==> config.mk <==
export PLATFORM = sky130hd
export DESIGN_NAME = terminal_status_display
export DESIGN_NICKNAME = d
export VERILOG_FILES = /design/src/hdl/terminal_status_pkg.sv /design/src/hdl/edge_pulse_counter.sv /design/src/hdl/hex_glyph.sv /design/src/hdl/terminal_status_display.sv
export SDC_FILE = /design/constraint.sdc
export NUM_CORES = 1
export LEC_CHECK = 0
export ABC_CLOCK_PERIOD_IN_PS = 2400
export BUFFER_PORTS_ARGS = -buffer_cell sky130_fd_sc_hd__clkbuf_2
export CORE_MARGIN = 2
export CORE_UTILIZATION = 40
export DETAILED_ROUTE_END_ITERATION = 12
export PLACE_DENSITY = 0.58
export SLEW_MARGIN = 10
export SYNTH_ARGS = -nofsm -noshare
export SYNTH_HDL_FRONTEND = slang
export SYNTH_SLANG_ARGS = --single-unit
==> constraint.sdc <==
create_clock -name clk -period 2.4 [get_ports clk]
set_input_delay 0.12 -clock clk [delete_from_list [all_inputs] [get_ports clk]]
set_output_delay 0.12 -clock clk [all_outputs]
set_load 0.05 [all_outputs]
==> src/hdl/terminal_status_pkg.sv <==
// Purpose: shared constants for the terminal status display
// Assumes: 32-bit Avalon-MM register bus, 20 MHz clock
// Notes: segment bit 0 is segment a, bit 6 is g, bit 7 is dp
package terminal_status_pkg;

	// ----------------------------------------------------------------
	// timing
	// ----------------------------------------------------------------
	localparam int CLK_HZ = 20_000_000;
	localparam int RATE_GATE_S = 1;
	localparam int RATE_GATE_CYCLES = RATE_GATE_S * CLK_HZ;

	// ----------------------------------------------------------------
	// widths
	// ----------------------------------------------------------------
	localparam int WORD_W = 16;
	localparam int SEG_W = 8;
	localparam int NIB_W = 4;
	localparam int DIGITS = 4;
	localparam int ADDR_W = 5;
	localparam int DATA_W = 32;
	localparam int COUNT_W = 32;
	localparam int PIN_W = 13;

	// ----------------------------------------------------------------
	// register offsets (byte addresses)
	// ----------------------------------------------------------------
	localparam logic [ADDR_W-1:0] OFS_CTRL = 5'h00;
	localparam logic [ADDR_W-1:0] OFS_INPUT_WORD = 5'h04;
	localparam logic [ADDR_W-1:0] OFS_OUTPUT_WORD = 5'h08;
	localparam logic [ADDR_W-1:0] OFS_RUN_STATUS = 5'h0C;
	localparam logic [ADDR_W-1:0] OFS_PULSE_COUNT = 5'h10;
	localparam logic [ADDR_W-1:0] OFS_PULSE_RATE = 5'h14;
	localparam logic [ADDR_W-1:0] OFS_DISPLAY = 5'h18;
	localparam logic [ADDR_W-1:0] OFS_COUNT_CLEAR = 5'h1C;

	// ----------------------------------------------------------------
	// control fields and word selections
	// ----------------------------------------------------------------
	localparam int CTRL_HEX_BIT = 0;
	localparam int CTRL_SEL_LO = 1;
	localparam int CTRL_W = 3;
	localparam int CLEAR_BIT = 0;
	localparam logic [CTRL_W-1:0] CTRL_RESET = 3'h0;
	localparam logic [1:0] SEL_INPUT = 2'h0;
	localparam logic [1:0] SEL_OUTPUT = 2'h1;
	localparam logic [1:0] SEL_RUN = 2'h2;
	localparam logic [1:0] SEL_COUNT = 2'h3;

	// ----------------------------------------------------------------
	// synchronised pin vector positions
	// ----------------------------------------------------------------
	localparam int PIN_FWD = 0;
	localparam int PIN_REV = 1;
	localparam int PIN_MI_LO = 2;
	localparam int PIN_MI_HI = 8;
	localparam int PIN_MO_A = 9;
	localparam int PIN_MO_B = 10;
	localparam int PIN_RELAY = 11;
	localparam int PIN_PULSE_OUT = 12;

	// ----------------------------------------------------------------
	// status word bit positions
	// ----------------------------------------------------------------
	localparam int IN_FWD_BIT = 0;
	localparam int IN_REV_BIT = 1;
	localparam int IN_MI_LO = 2;
	localparam int IN_MI_HI = 8;
	localparam int OUT_MO_A_BIT = 0;
	localparam int OUT_MO_B_BIT = 1;
	localparam int OUT_RELAY_BIT = 8;
	localparam int RUN_FWD_BIT = 0;
	localparam int RUN_REV_BIT = 1;
	localparam int RUN_ALARM_BIT = 11;
	localparam int RUN_BUSY_BIT = 15;

	// ----------------------------------------------------------------
	// segments and glyphs
	// ----------------------------------------------------------------
	localparam int SEG_A = 0;
	localparam int SEG_B = 1;
	localparam int SEG_C = 2;
	localparam int SEG_D = 3;
	localparam int SEG_E = 4;
	localparam int SEG_F = 5;
	localparam int SEG_G = 6;
	localparam logic [SEG_W-1:0] SEG_DASH = 8'h40;
	localparam logic [SEG_W-1:0] SEG_BLANK = 8'h00;
	// entry n sits at bits [8n+7:8n]; digits 0-9 then A b c d E F
	localparam logic [16*SEG_W-1:0] GLYPH_TABLE = {
		8'h71, 8'h79, 8'h5E, 8'h58, 8'h7C, 8'h77, 8'h6F, 8'h7F,
		8'h07, 8'h7D, 8'h6D, 8'h66, 8'h4F, 8'h5B, 8'h06, 8'h3F};

	typedef enum logic [1:0] {
		BUS_IDLE = 2'b01,
		BUS_ANSWER = 2'b10
	} bus_state_e;

endpackage

==> src/hdl/edge_pulse_counter.sv <==
// Purpose: counts rising edges, free running or per gate window
// Assumes: level input already synchronised to clk
// Notes: GATE_CYCLES of zero means a running total
`timescale 1ns/100ps
module edge_pulse_counter #(
	parameter int WIDTH = 32,
	parameter int GATE_CYCLES = 0
) (
	input wire logic clk,
	input wire logic rst,
	input wire logic level,
	input wire logic clear,
	output logic [WIDTH-1:0] count
);
	import terminal_status_pkg::*;

	logic prev_reg;
	logic [WIDTH-1:0] acc_reg;
	logic [WIDTH-1:0] count_reg;
	logic [31:0] gate_reg;
	logic edge_seen;

	assign edge_seen = level && !prev_reg;
	assign count = count_reg;

	always_ff @(posedge clk)
	begin
		if (rst)
			prev_reg <= 1'b0;
		else
			prev_reg <= level;
	end

	always_ff @(posedge clk)
	begin
		if (rst)
		begin
			gate_reg <= 32'h0;
			acc_reg <= '0;
			count_reg <= '0;
		end
		else if (GATE_CYCLES == 0)
		begin
			// an edge in the clear cycle still counts
			if (clear)
				count_reg <= WIDTH'(edge_seen);
			else
				count_reg <= count_reg + WIDTH'(edge_seen);
		end
		else if (gate_reg == 32'(GATE_CYCLES - 1))
		begin
			gate_reg <= 32'h0;
			count_reg <= acc_reg + WIDTH'(edge_seen);
			acc_reg <= '0;
		end
		else
		begin
			gate_reg <= gate_reg + 32'h1;
			acc_reg <= acc_reg + WIDTH'(edge_seen);
		end
	end

endmodule

==> src/hdl/hex_glyph.sv <==
// Purpose: one nibble to one seven-segment glyph
// Assumes: segments active high
// Notes: purely combinational
`timescale 1ns/100ps
module hex_glyph
	import terminal_status_pkg::*;
(
	input wire logic [terminal_status_pkg::NIB_W-1:0] nibble,
	output logic [terminal_status_pkg::SEG_W-1:0] segments
);
	import terminal_status_pkg::*;

	always_comb
	begin
		segments = GLYPH_TABLE[nibble*SEG_W +: SEG_W];
	end

endmodule

==> src/hdl/terminal_status_display.sv <==
// Purpose: terminal states to a four-digit seven-segment display
// Assumes: terminal pins asynchronous, run flags on clk
// Notes: registers over Avalon-MM, one answer per two cycles
//
// The Avalon-MM interface to the registers and the register addresses were left to the implementer.
`timescale 1ns/100ps

module terminal_status_display #(
	parameter int RATE_GATE = terminal_status_pkg::RATE_GATE_CYCLES
) (
	input wire logic clk,
	input wire logic rst,
	input wire logic [terminal_status_pkg::ADDR_W-1:0] avs_address,
	input wire logic avs_read,
	input wire logic avs_write,
	input wire logic [3:0] avs_byteenable,
	input wire logic [terminal_status_pkg::DATA_W-1:0] avs_writedata,
	output logic [terminal_status_pkg::DATA_W-1:0] avs_readdata,
	output logic avs_waitrequest,
	input wire logic forward_run_input,
	input wire logic reverse_run_input,
	input wire logic [5:0] multifunction_inputs,
	input wire logic pulse_train_input,
	input wire logic transistor_output_a,
	input wire logic transistor_output_b,
	input wire logic relay_contact,
	input wire logic pulse_output,
	input wire logic rotating_forward_flag,
	input wire logic rotating_reverse_flag,
	input wire logic alarm_active_flag,
	input wire logic param_write_flag,
	output logic [terminal_status_pkg::SEG_W-1:0] digit_rightmost,
	output logic [terminal_status_pkg::SEG_W-1:0] digit_second,
	output logic [terminal_status_pkg::SEG_W-1:0] digit_third,
	output logic [terminal_status_pkg::SEG_W-1:0] digit_leftmost
);
	import terminal_status_pkg::*;

	// ----------------------------------------------------------------
	// declarations
	// ----------------------------------------------------------------
	logic [PIN_W-1:0] pins_raw;
	logic [PIN_W-1:0] sync_1_reg;
	logic [PIN_W-1:0] sync_2_reg;
	logic [WORD_W-1:0] input_word_reg;
	logic [WORD_W-1:0] input_word_next;
	logic [WORD_W-1:0] output_word_reg;
	logic [WORD_W-1:0] output_word_next;
	logic [WORD_W-1:0] run_word_reg;
	logic [WORD_W-1:0] run_word_next;
	logic [WORD_W-1:0] shown_word;
	logic [CTRL_W-1:0] ctrl_reg;
	logic hex_style;
	logic [1:0] word_sel;
	logic [COUNT_W-1:0] pulse_count;
	logic [COUNT_W-1:0] pulse_rate;
	logic count_clear;
	logic [DIGITS*SEG_W-1:0] glyph_seg;
	logic [DIGITS*SEG_W-1:0] bar_seg;
	logic [DIGITS*SEG_W-1:0] seg_next;
	logic [DIGITS*SEG_W-1:0] seg_reg;
	logic any_active;
	bus_state_e bus_state_reg;
	logic wait_reg;
	logic [DATA_W-1:0] readdata_reg;
	logic [DATA_W-1:0] read_mux;
	logic bus_req;
	logic bus_take;

	// ----------------------------------------------------------------
	// pin synchroniser
	// ----------------------------------------------------------------
	assign pins_raw = {pulse_output, relay_contact, transistor_output_b, transistor_output_a,
		pulse_train_input, multifunction_inputs, reverse_run_input, forward_run_input};

	// first stage feeds only the second
	always_ff @(posedge clk)
	begin
		if (rst)
		begin
			sync_1_reg <= '0;
			sync_2_reg <= '0;
		end
		else
		begin
			sync_1_reg <= pins_raw;
			sync_2_reg <= sync_1_reg;
		end
	end

	// ----------------------------------------------------------------
	// status words
	// ----------------------------------------------------------------
	always_comb
	begin
		input_word_next = '0;
		input_word_next[IN_FWD_BIT] = sync_2_reg[PIN_FWD];
		input_word_next[IN_REV_BIT] = sync_2_reg[PIN_REV];
		input_word_next[IN_MI_HI:IN_MI_LO] = sync_2_reg[PIN_MI_HI:PIN_MI_LO];
	end

	always_comb
	begin
		output_word_next = '0;
		output_word_next[OUT_MO_A_BIT] = sync_2_reg[PIN_MO_A];
		output_word_next[OUT_MO_B_BIT] = sync_2_reg[PIN_MO_B];
		output_word_next[OUT_RELAY_BIT] = sync_2_reg[PIN_RELAY];
	end

	always_comb
	begin
		run_word_next = '0;
		run_word_next[RUN_FWD_BIT] = rotating_forward_flag;
		run_word_next[RUN_REV_BIT] = rotating_reverse_flag;
		run_word_next[RUN_ALARM_BIT] = alarm_active_flag;
		run_word_next[RUN_BUSY_BIT] = param_write_flag;
	end

	always_ff @(posedge clk)
	begin
		if (rst)
		begin
			input_word_reg <= '0;
			output_word_reg <= '0;
			run_word_reg <= '0;
		end
		else
		begin
			input_word_reg <= input_word_next;
			output_word_reg <= output_word_next;
			run_word_reg <= run_word_next;
		end
	end

	// ----------------------------------------------------------------
	// pulse counters
	// ----------------------------------------------------------------
	edge_pulse_counter #(
		.WIDTH(COUNT_W),
		.GATE_CYCLES(0)
	) u_pulse_in (
		.clk(clk),
		.rst(rst),
		.level(sync_2_reg[PIN_MI_HI]),
		.clear(count_clear),
		.count(pulse_count)
	);

	// one-second gate gives pulses per second directly
	edge_pulse_counter #(
		.WIDTH(COUNT_W),
		.GATE_CYCLES(RATE_GATE)
	) u_pulse_rate (
		.clk(clk),
		.rst(rst),
		.level(sync_2_reg[PIN_PULSE_OUT]),
		.clear(1'b0),
		.count(pulse_rate)
	);

	// ----------------------------------------------------------------
	// display
	// ----------------------------------------------------------------
	assign hex_style = ctrl_reg[CTRL_HEX_BIT];
	assign word_sel = ctrl_reg[CTRL_SEL_LO +: 2];

	always_comb
	begin
		case (word_sel)
			SEL_INPUT: shown_word = input_word_reg;
			SEL_OUTPUT: shown_word = output_word_reg;
			SEL_RUN: shown_word = run_word_reg;
			default: shown_word = pulse_count[WORD_W-1:0];
		endcase
	end

	// digit 0 is rightmost, digit 3 leftmost
	genvar gi;
	generate
		for (gi = 0; gi < DIGITS; gi++)
		begin : g_glyph
			hex_glyph u_glyph (
				.nibble(shown_word[gi*NIB_W +: NIB_W]),
				.segments(glyph_seg[gi*SEG_W +: SEG_W])
			);
		end
	endgenerate

	// mi5 and mi6 have no segment but still count as active
	assign any_active = (|input_word_reg) || (|output_word_reg);

	always_comb
	begin
		bar_seg = '0;
		bar_seg[SEG_A] = input_word_reg[IN_FWD_BIT];
		bar_seg[SEG_B] = input_word_reg[IN_REV_BIT];
		bar_seg[SEG_C] = input_word_reg[IN_MI_LO];
		bar_seg[SEG_D] = input_word_reg[IN_MI_LO+1];
		bar_seg[SEG_E] = input_word_reg[IN_MI_LO+2];
		bar_seg[SEG_F] = input_word_reg[IN_MI_LO+3];
		bar_seg[SEG_W+SEG_A] = input_word_reg[IN_MI_HI];
		bar_seg[2*SEG_W+SEG_A] = output_word_reg[OUT_MO_A_BIT];
		bar_seg[2*SEG_W+SEG_B] = output_word_reg[OUT_MO_B_BIT];
		bar_seg[3*SEG_W+SEG_A] = output_word_reg[OUT_RELAY_BIT];
		if (!any_active)
			bar_seg = {DIGITS{SEG_DASH}};
	end

	always_comb
	begin
		if (hex_style)
			seg_next = glyph_seg;
		else
			seg_next = bar_seg;
	end

	always_ff @(posedge clk)
	begin
		if (rst)
			seg_reg <= {DIGITS{SEG_BLANK}};
		else
			seg_reg <= seg_next;
	end

	assign digit_rightmost = seg_reg[0 +: SEG_W];
	assign digit_second = seg_reg[SEG_W +: SEG_W];
	assign digit_third = seg_reg[2*SEG_W +: SEG_W];
	assign digit_leftmost = seg_reg[3*SEG_W +: SEG_W];

	// ----------------------------------------------------------------
	// register bus
	// ----------------------------------------------------------------
	// fixed two-cycle answer keeps the read mux off the bus path
	assign bus_req = avs_read || avs_write;
	assign bus_take = (bus_state_reg == BUS_ANSWER);
	assign avs_waitrequest = wait_reg;
	assign avs_readdata = readdata_reg;
	assign count_clear = bus_take && avs_write && avs_byteenable[0]
		&& (avs_address == OFS_COUNT_CLEAR) && avs_writedata[CLEAR_BIT];

	always_ff @(posedge clk)
	begin
		if (rst)
		begin
			bus_state_reg <= BUS_IDLE;
			wait_reg <= 1'b1;
		end
		else
		begin
			case (bus_state_reg)
				BUS_IDLE:
				begin
					if (bus_req)
					begin
						bus_state_reg <= BUS_ANSWER;
						wait_reg <= 1'b0;
					end
				end
				BUS_ANSWER:
				begin
					bus_state_reg <= BUS_IDLE;
					wait_reg <= 1'b1;
				end
				default:
				begin
					bus_state_reg <= BUS_IDLE;
					wait_reg <= 1'b1;
				end
			endcase
		end
	end

	always_comb
	begin
		read_mux = '0;
		case (avs_address)
			OFS_CTRL: read_mux[CTRL_W-1:0] = ctrl_reg;
			OFS_INPUT_WORD: read_mux[WORD_W-1:0] = input_word_reg;
			OFS_OUTPUT_WORD: read_mux[WORD_W-1:0] = output_word_reg;
			OFS_RUN_STATUS: read_mux[WORD_W-1:0] = run_word_reg;
			OFS_PULSE_COUNT: read_mux = pulse_count;
			OFS_PULSE_RATE: read_mux = pulse_rate;
			OFS_DISPLAY: read_mux = seg_reg;
			default: read_mux = '0;
		endcase
	end

	always_ff @(posedge clk)
	begin
		if (rst)
			readdata_reg <= '0;
		else if (bus_state_reg == BUS_IDLE && avs_read)
			readdata_reg <= read_mux;
	end

	always_ff @(posedge clk)
	begin
		if (rst)
			ctrl_reg <= CTRL_RESET;
		else if (bus_take && avs_write && avs_byteenable[0] && avs_address == OFS_CTRL)
			ctrl_reg <= avs_writedata[CTRL_W-1:0];
	end
endmodule

==> run_summary.xml <==
<?xml version="1.0" encoding="UTF-8"?>
<metrics>
  <group name="grt">
    <metric name="gr-usage-met1" unit="%">27.65</metric>
    <metric name="overall_global_routing_resource_usage" unit="%">19.27</metric>
    <metric name="grt-ovfl-total" unit="">0</metric>
    <metric name="grt_first_pass_wirelength" unit="um">44140</metric>
    <metric name="via_count_of_the_first_global_routing_pass" unit="">8220</metric>
    <metric name="gr-max-usage-layer" unit="">met2</metric>
    <metric name="grtUsageMet3" unit="%">2.828</metric>
    <metric name="grt_antenna_before_repair" unit="">0</metric>
    <metric name="largest_net_degree_at_the_start_of_global_routing" unit="">51</metric>
    <metric name="grt.met2_usage" unit="%">30.06</metric>
  </group>
  <group name="cells_and_area">
    <metric name="area_growth_syn_to_layout" unit="%">19.11</metric>
    <metric name="finish.instance_area" unit="um^2">12640</metric>
    <metric name="final_net_count" unit="">1394</metric>
    <metric name="diode_count" unit="">0</metric>
    <metric name="post_route_cells_drive_above_1_share" unit="%">16.11</metric>
  </group>
  <group name="synth">
    <metric name="synth_commonest_cells" unit="">sky130_fd_sc_hd__dfxtp_1, sky130_fd_sc_hd__nor2_1, sky130_fd_sc_hd__nand2_1</metric>
    <metric name="post_synth_num_cell_types" unit="">62</metric>
    <metric name="async_flop_share" unit="%">0</metric>
    <metric name="synth.most_common_cell" unit="">sky130_fd_sc_hd__dfxtp_1</metric>
    <metric name="synthDominantAreaCellType" unit="">sky130_fd_sc_hd__dfxtp_1</metric>
    <metric name="synth_top_area_share" unit="%">44.52</metric>
    <metric name="seq_area_frac_synth" unit="%">44.52</metric>
    <metric name="synth.top_cells.by_area" unit="">sky130_fd_sc_hd__dfxtp_1, sky130_fd_sc_hd__nor2_1, sky130_fd_sc_hd__ha_1</metric>
    <metric name="synth.yosys.warnings" unit="">0</metric>
    <metric name="synth_edf_count" unit="">0</metric>
    <metric name="syn_inst" unit="">1183</metric>
    <metric name="post_synth.cell_area_avg" unit="um^2">8.971</metric>
    <metric name="synth_flop_cell" unit="">sky130_fd_sc_hd__dfxtp_1</metric>
    <metric name="ys_seq_elements" unit="">236</metric>
    <metric name="synth.cell_area" unit="um^2">10610</metric>
  </group>
  <group name="clock_tree">
    <metric name="cts_setup_buffers" unit="">0</metric>
    <metric name="cts-buffers-inserted" unit="">27</metric>
    <metric name="clock_latency" unit="ns">0.53</metric>
    <metric name="cts-root-buf" unit="">sky130_fd_sc_hd__clkbuf_16</metric>
    <metric name="clkSinkCount" unit="">236</metric>
    <metric name="tritoncts_clock_tree" unit="">built</metric>
    <metric name="clock_path_buffers" unit="">3</metric>
    <metric name="clkSlewWorstSetupHoldPaths" unit="ns">0.06</metric>
    <metric name="htree_num_levels" unit="">1</metric>
  </group>
  <group name="timing">
    <metric name="slew_violations" unit="">0</metric>
    <metric name="rsz0062_at_grt" unit="">no</metric>
    <metric name="tightest_slew" unit="ns">0.8903</metric>
    <metric name="timing.fmax" unit="MHz">459.3</metric>
    <metric name="finalHoldWorstSlack" unit="ns">0.1667</metric>
    <metric name="timing.clock.skew" unit="ns">0.009887</metric>
    <metric name="part_of_the_cycle_the_worst_path_needs" unit="%">90.72</metric>
    <metric name="hold_viol_final" unit="">0</metric>
    <metric name="finalSetupTns" unit="ns">0</metric>
    <metric name="setup_viol" unit="">0</metric>
    <metric name="worst_slack" unit="ns">0.2226</metric>
    <metric name="timing.final.crit_period" unit="ns">2.177</metric>
    <metric name="slew-limit-headroom" unit="%">40.65</metric>
  </group>
  <group name="power">
    <metric name="p_leak" unit="nW">4.855</metric>
    <metric name="vdd_ir_drop_max" unit="V">0.0005376</metric>
    <metric name="power-per-cell-area" unit="nW/um^2">660.9</metric>
  </group>
  <group name="worst_hold_path">
    <metric name="timing.hold.worst_path_depth" unit="">4</metric>
    <metric name="min-delay-path-class" unit="">in -&gt; reg</metric>
    <metric name="hold_path_startpoint" unit="">avs_address[3]</metric>
    <metric name="timing.hold.worst_endpoint" unit="">avs_readdata[1]</metric>
  </group>
  <group name="flow_run">
    <metric name="maxCapViolations" unit="">0</metric>
  </group>
  <group name="die">
    <metric name="io_pins" unit="">127</metric>
    <metric name="start_util" unit="%">40.73</metric>
    <metric name="core_area" unit="um^2">26060</metric>
    <metric name="total_die_area" unit="um^2">27850</metric>
    <metric name="die_height" unit="um">166.9</metric>
    <metric name="std_cell_rows" unit="">59</metric>
    <metric name="die_w" unit="um">166.9</metric>
  </group>
  <group name="worst_setup_path">
    <metric name="setup.worst_path.start_class" unit="">flop</metric>
    <metric name="critPathArrivalTime" unit="ns">2.58</metric>
    <metric name="path_max_fanout" unit="">5</metric>
    <metric name="regToRegSetupSlack" unit="ns">0.22</metric>
    <metric name="critical_path.reg2reg.endpoint" unit="">u_pulse_in.count[28]</metric>
    <metric name="worstRegToRegCells" unit="">8</metric>
    <metric name="timing.rr.start" unit="">sync_2_reg[8]</metric>
    <metric name="critical_path_class" unit="">reg -&gt; reg</metric>
    <metric name="crit_required" unit="ns">2.80</metric>
    <metric name="worst_setup_path_end_kind" unit="">flop</metric>
  </group>
  <group name="placement">
    <metric name="dp_hpwl" unit="um">19040</metric>
    <metric name="routabilityCongestion" unit="">0.8762</metric>
    <metric name="placement.io_buffers" unit="">90</metric>
    <metric name="dpl_worst_slack" unit="ns">0.2162</metric>
    <metric name="detailed_place.area" unit="um^2">11540</metric>
  </group>
  <group name="route">
    <metric name="ant_nets" unit="">0</metric>
    <metric name="via_per_inst" unit="">5.230</metric>
    <metric name="num_vias" unit="">8635</metric>
    <metric name="wl_per_cell" unit="um">16.40</metric>
    <metric name="drtPass1Iterations" unit="">5</metric>
    <metric name="drt_drc_violations_left" unit="">0</metric>
    <metric name="drt_first_iter_violations" unit="">693</metric>
    <metric name="wirelength" unit="um">27080</metric>
  </group>
  <group name="status">
    <metric name="status" unit="">completed</metric>
  </group>
</metrics>
worst max path at each step:
stage / startpoint / end / slack (ns) / cells past startpoint
3_5_place_dp: sync_2_reg[8] / u_pulse_in.count[28] / 0.22 / 8
2_1_floorplan: ctrl_reg[1] / seg_reg[16] / 0.02 / 9
5_1_grt: sync_2_reg[12] / u_pulse_rate.count[31] / 0.001 / 7
6_report: sync_2_reg[8] / u_pulse_in.count[28] / 0.22 / 8
3_3_place_gp: sync_2_reg[8] / u_pulse_in.count[30] / 0.26 / 8
4_1_cts: sync_2_reg[8] / u_pulse_in.count[28] / 0.20 / 8
worst max-delay path: stages, from the launching register on:
cell                      delay [ns]
sky130_fd_sc_hd__dfxtp_1        0.31
sky130_fd_sc_hd__nor2b_1        0.17
sky130_fd_sc_hd__ha_1           0.23
sky130_fd_sc_hd__ha_1           0.22
sky130_fd_sc_hd__and3_1         0.24
sky130_fd_sc_hd__nand4_1        0.32
sky130_fd_sc_hd__nor4_2         0.37
sky130_fd_sc_hd__xnor2_1        0.15
sky130_fd_sc_hd__nor2_1         0.05
through the flow:
stage,power [mW],cells,utilization (%)
after floorplan,4.350,1186,-
after global placement,4.480,1580,44.27
after detailed placement,4.484,1580,44.27
after CTS,8.443,1651,48.46
after global routing,8.653,1651,48.51
final,8.355,1651,48.51
what timing repair did:
item	4_1_cts	5_1_grt
hold buffers	25	0
endpoints found under the hold margin	36	0
endpoints found under the setup margin	0	1
resized for setup	0	2
report_power, final:
| part | total, mW | switching (mW) | leakage (nW) | internal, mW |
|---|---|---|---|---|
| registers | 4.00 | 0.0328 | 1.91 | 3.97 |
| clock network | 3.92 | 1.58 | 0.414 | 2.34 |
| logic | 0.427 | 0.281 | 2.53 | 0.146 |
area by class of cell:
cell class	instances	area, um^2
Inverter	24	90.09
Clock buffer	40	784.5
Multi-Input combinational cell	849	5492
Sequential cell	236	4725
Timing Repair Buffer	161	1074
Fill cell	2546	13420
Clock inverter	6	57.56
Tap cell	335	419.2
cells in the final DEF (no fill, tap or decap), types with 26 or more instances in the layout:
master	Yosys	final
sky130_fd_sc_hd__nand3_1	44	44
sky130_fd_sc_hd__a211oi_1	33	33
sky130_fd_sc_hd__nand2_1	78	78
sky130_fd_sc_hd__o21ai_0	38	38
sky130_fd_sc_hd__xnor2_1	43	43
sky130_fd_sc_hd__nand4_1	28	28
sky130_fd_sc_hd__xor2_1	45	45
sky130_fd_sc_hd__clkbuf_2	0	89
sky130_fd_sc_hd__a22oi_1	27	27
sky130_fd_sc_hd__clkbuf_16	0	27
sky130_fd_sc_hd__mux2i_1	34	34
sky130_fd_sc_hd__nor2_1	192	192
sky130_fd_sc_hd__nor3_1	26	26
sky130_fd_sc_hd__nor2b_1	48	48
sky130_fd_sc_hd__dfxtp_1	236	236
sky130_fd_sc_hd__ha_1	33	33
sky130_fd_sc_hd__buf_4	4	45
cells by family (layout without fill, tap and decap cells):
kind of cell	after synthesis	after routing	synth area share (%)
simple gates	507	507	23.87
flops	236	236	44.52
compound gates	174	174	11.66
buf+inv	101	231	3.961
xor+xnor	88	88	7.262
mux	43	43	4.798
fa+ha+maj	33	33	3.891
other cells	1	4	0.03534
routing by layer:
metal  part of all wire [%]  wire length [um]
met5                      0                 0
met3                    4.7              1268
met1                     48             13110
met2                     44             11930
met4                    2.8               764
(Power assumes the default switching activity.)
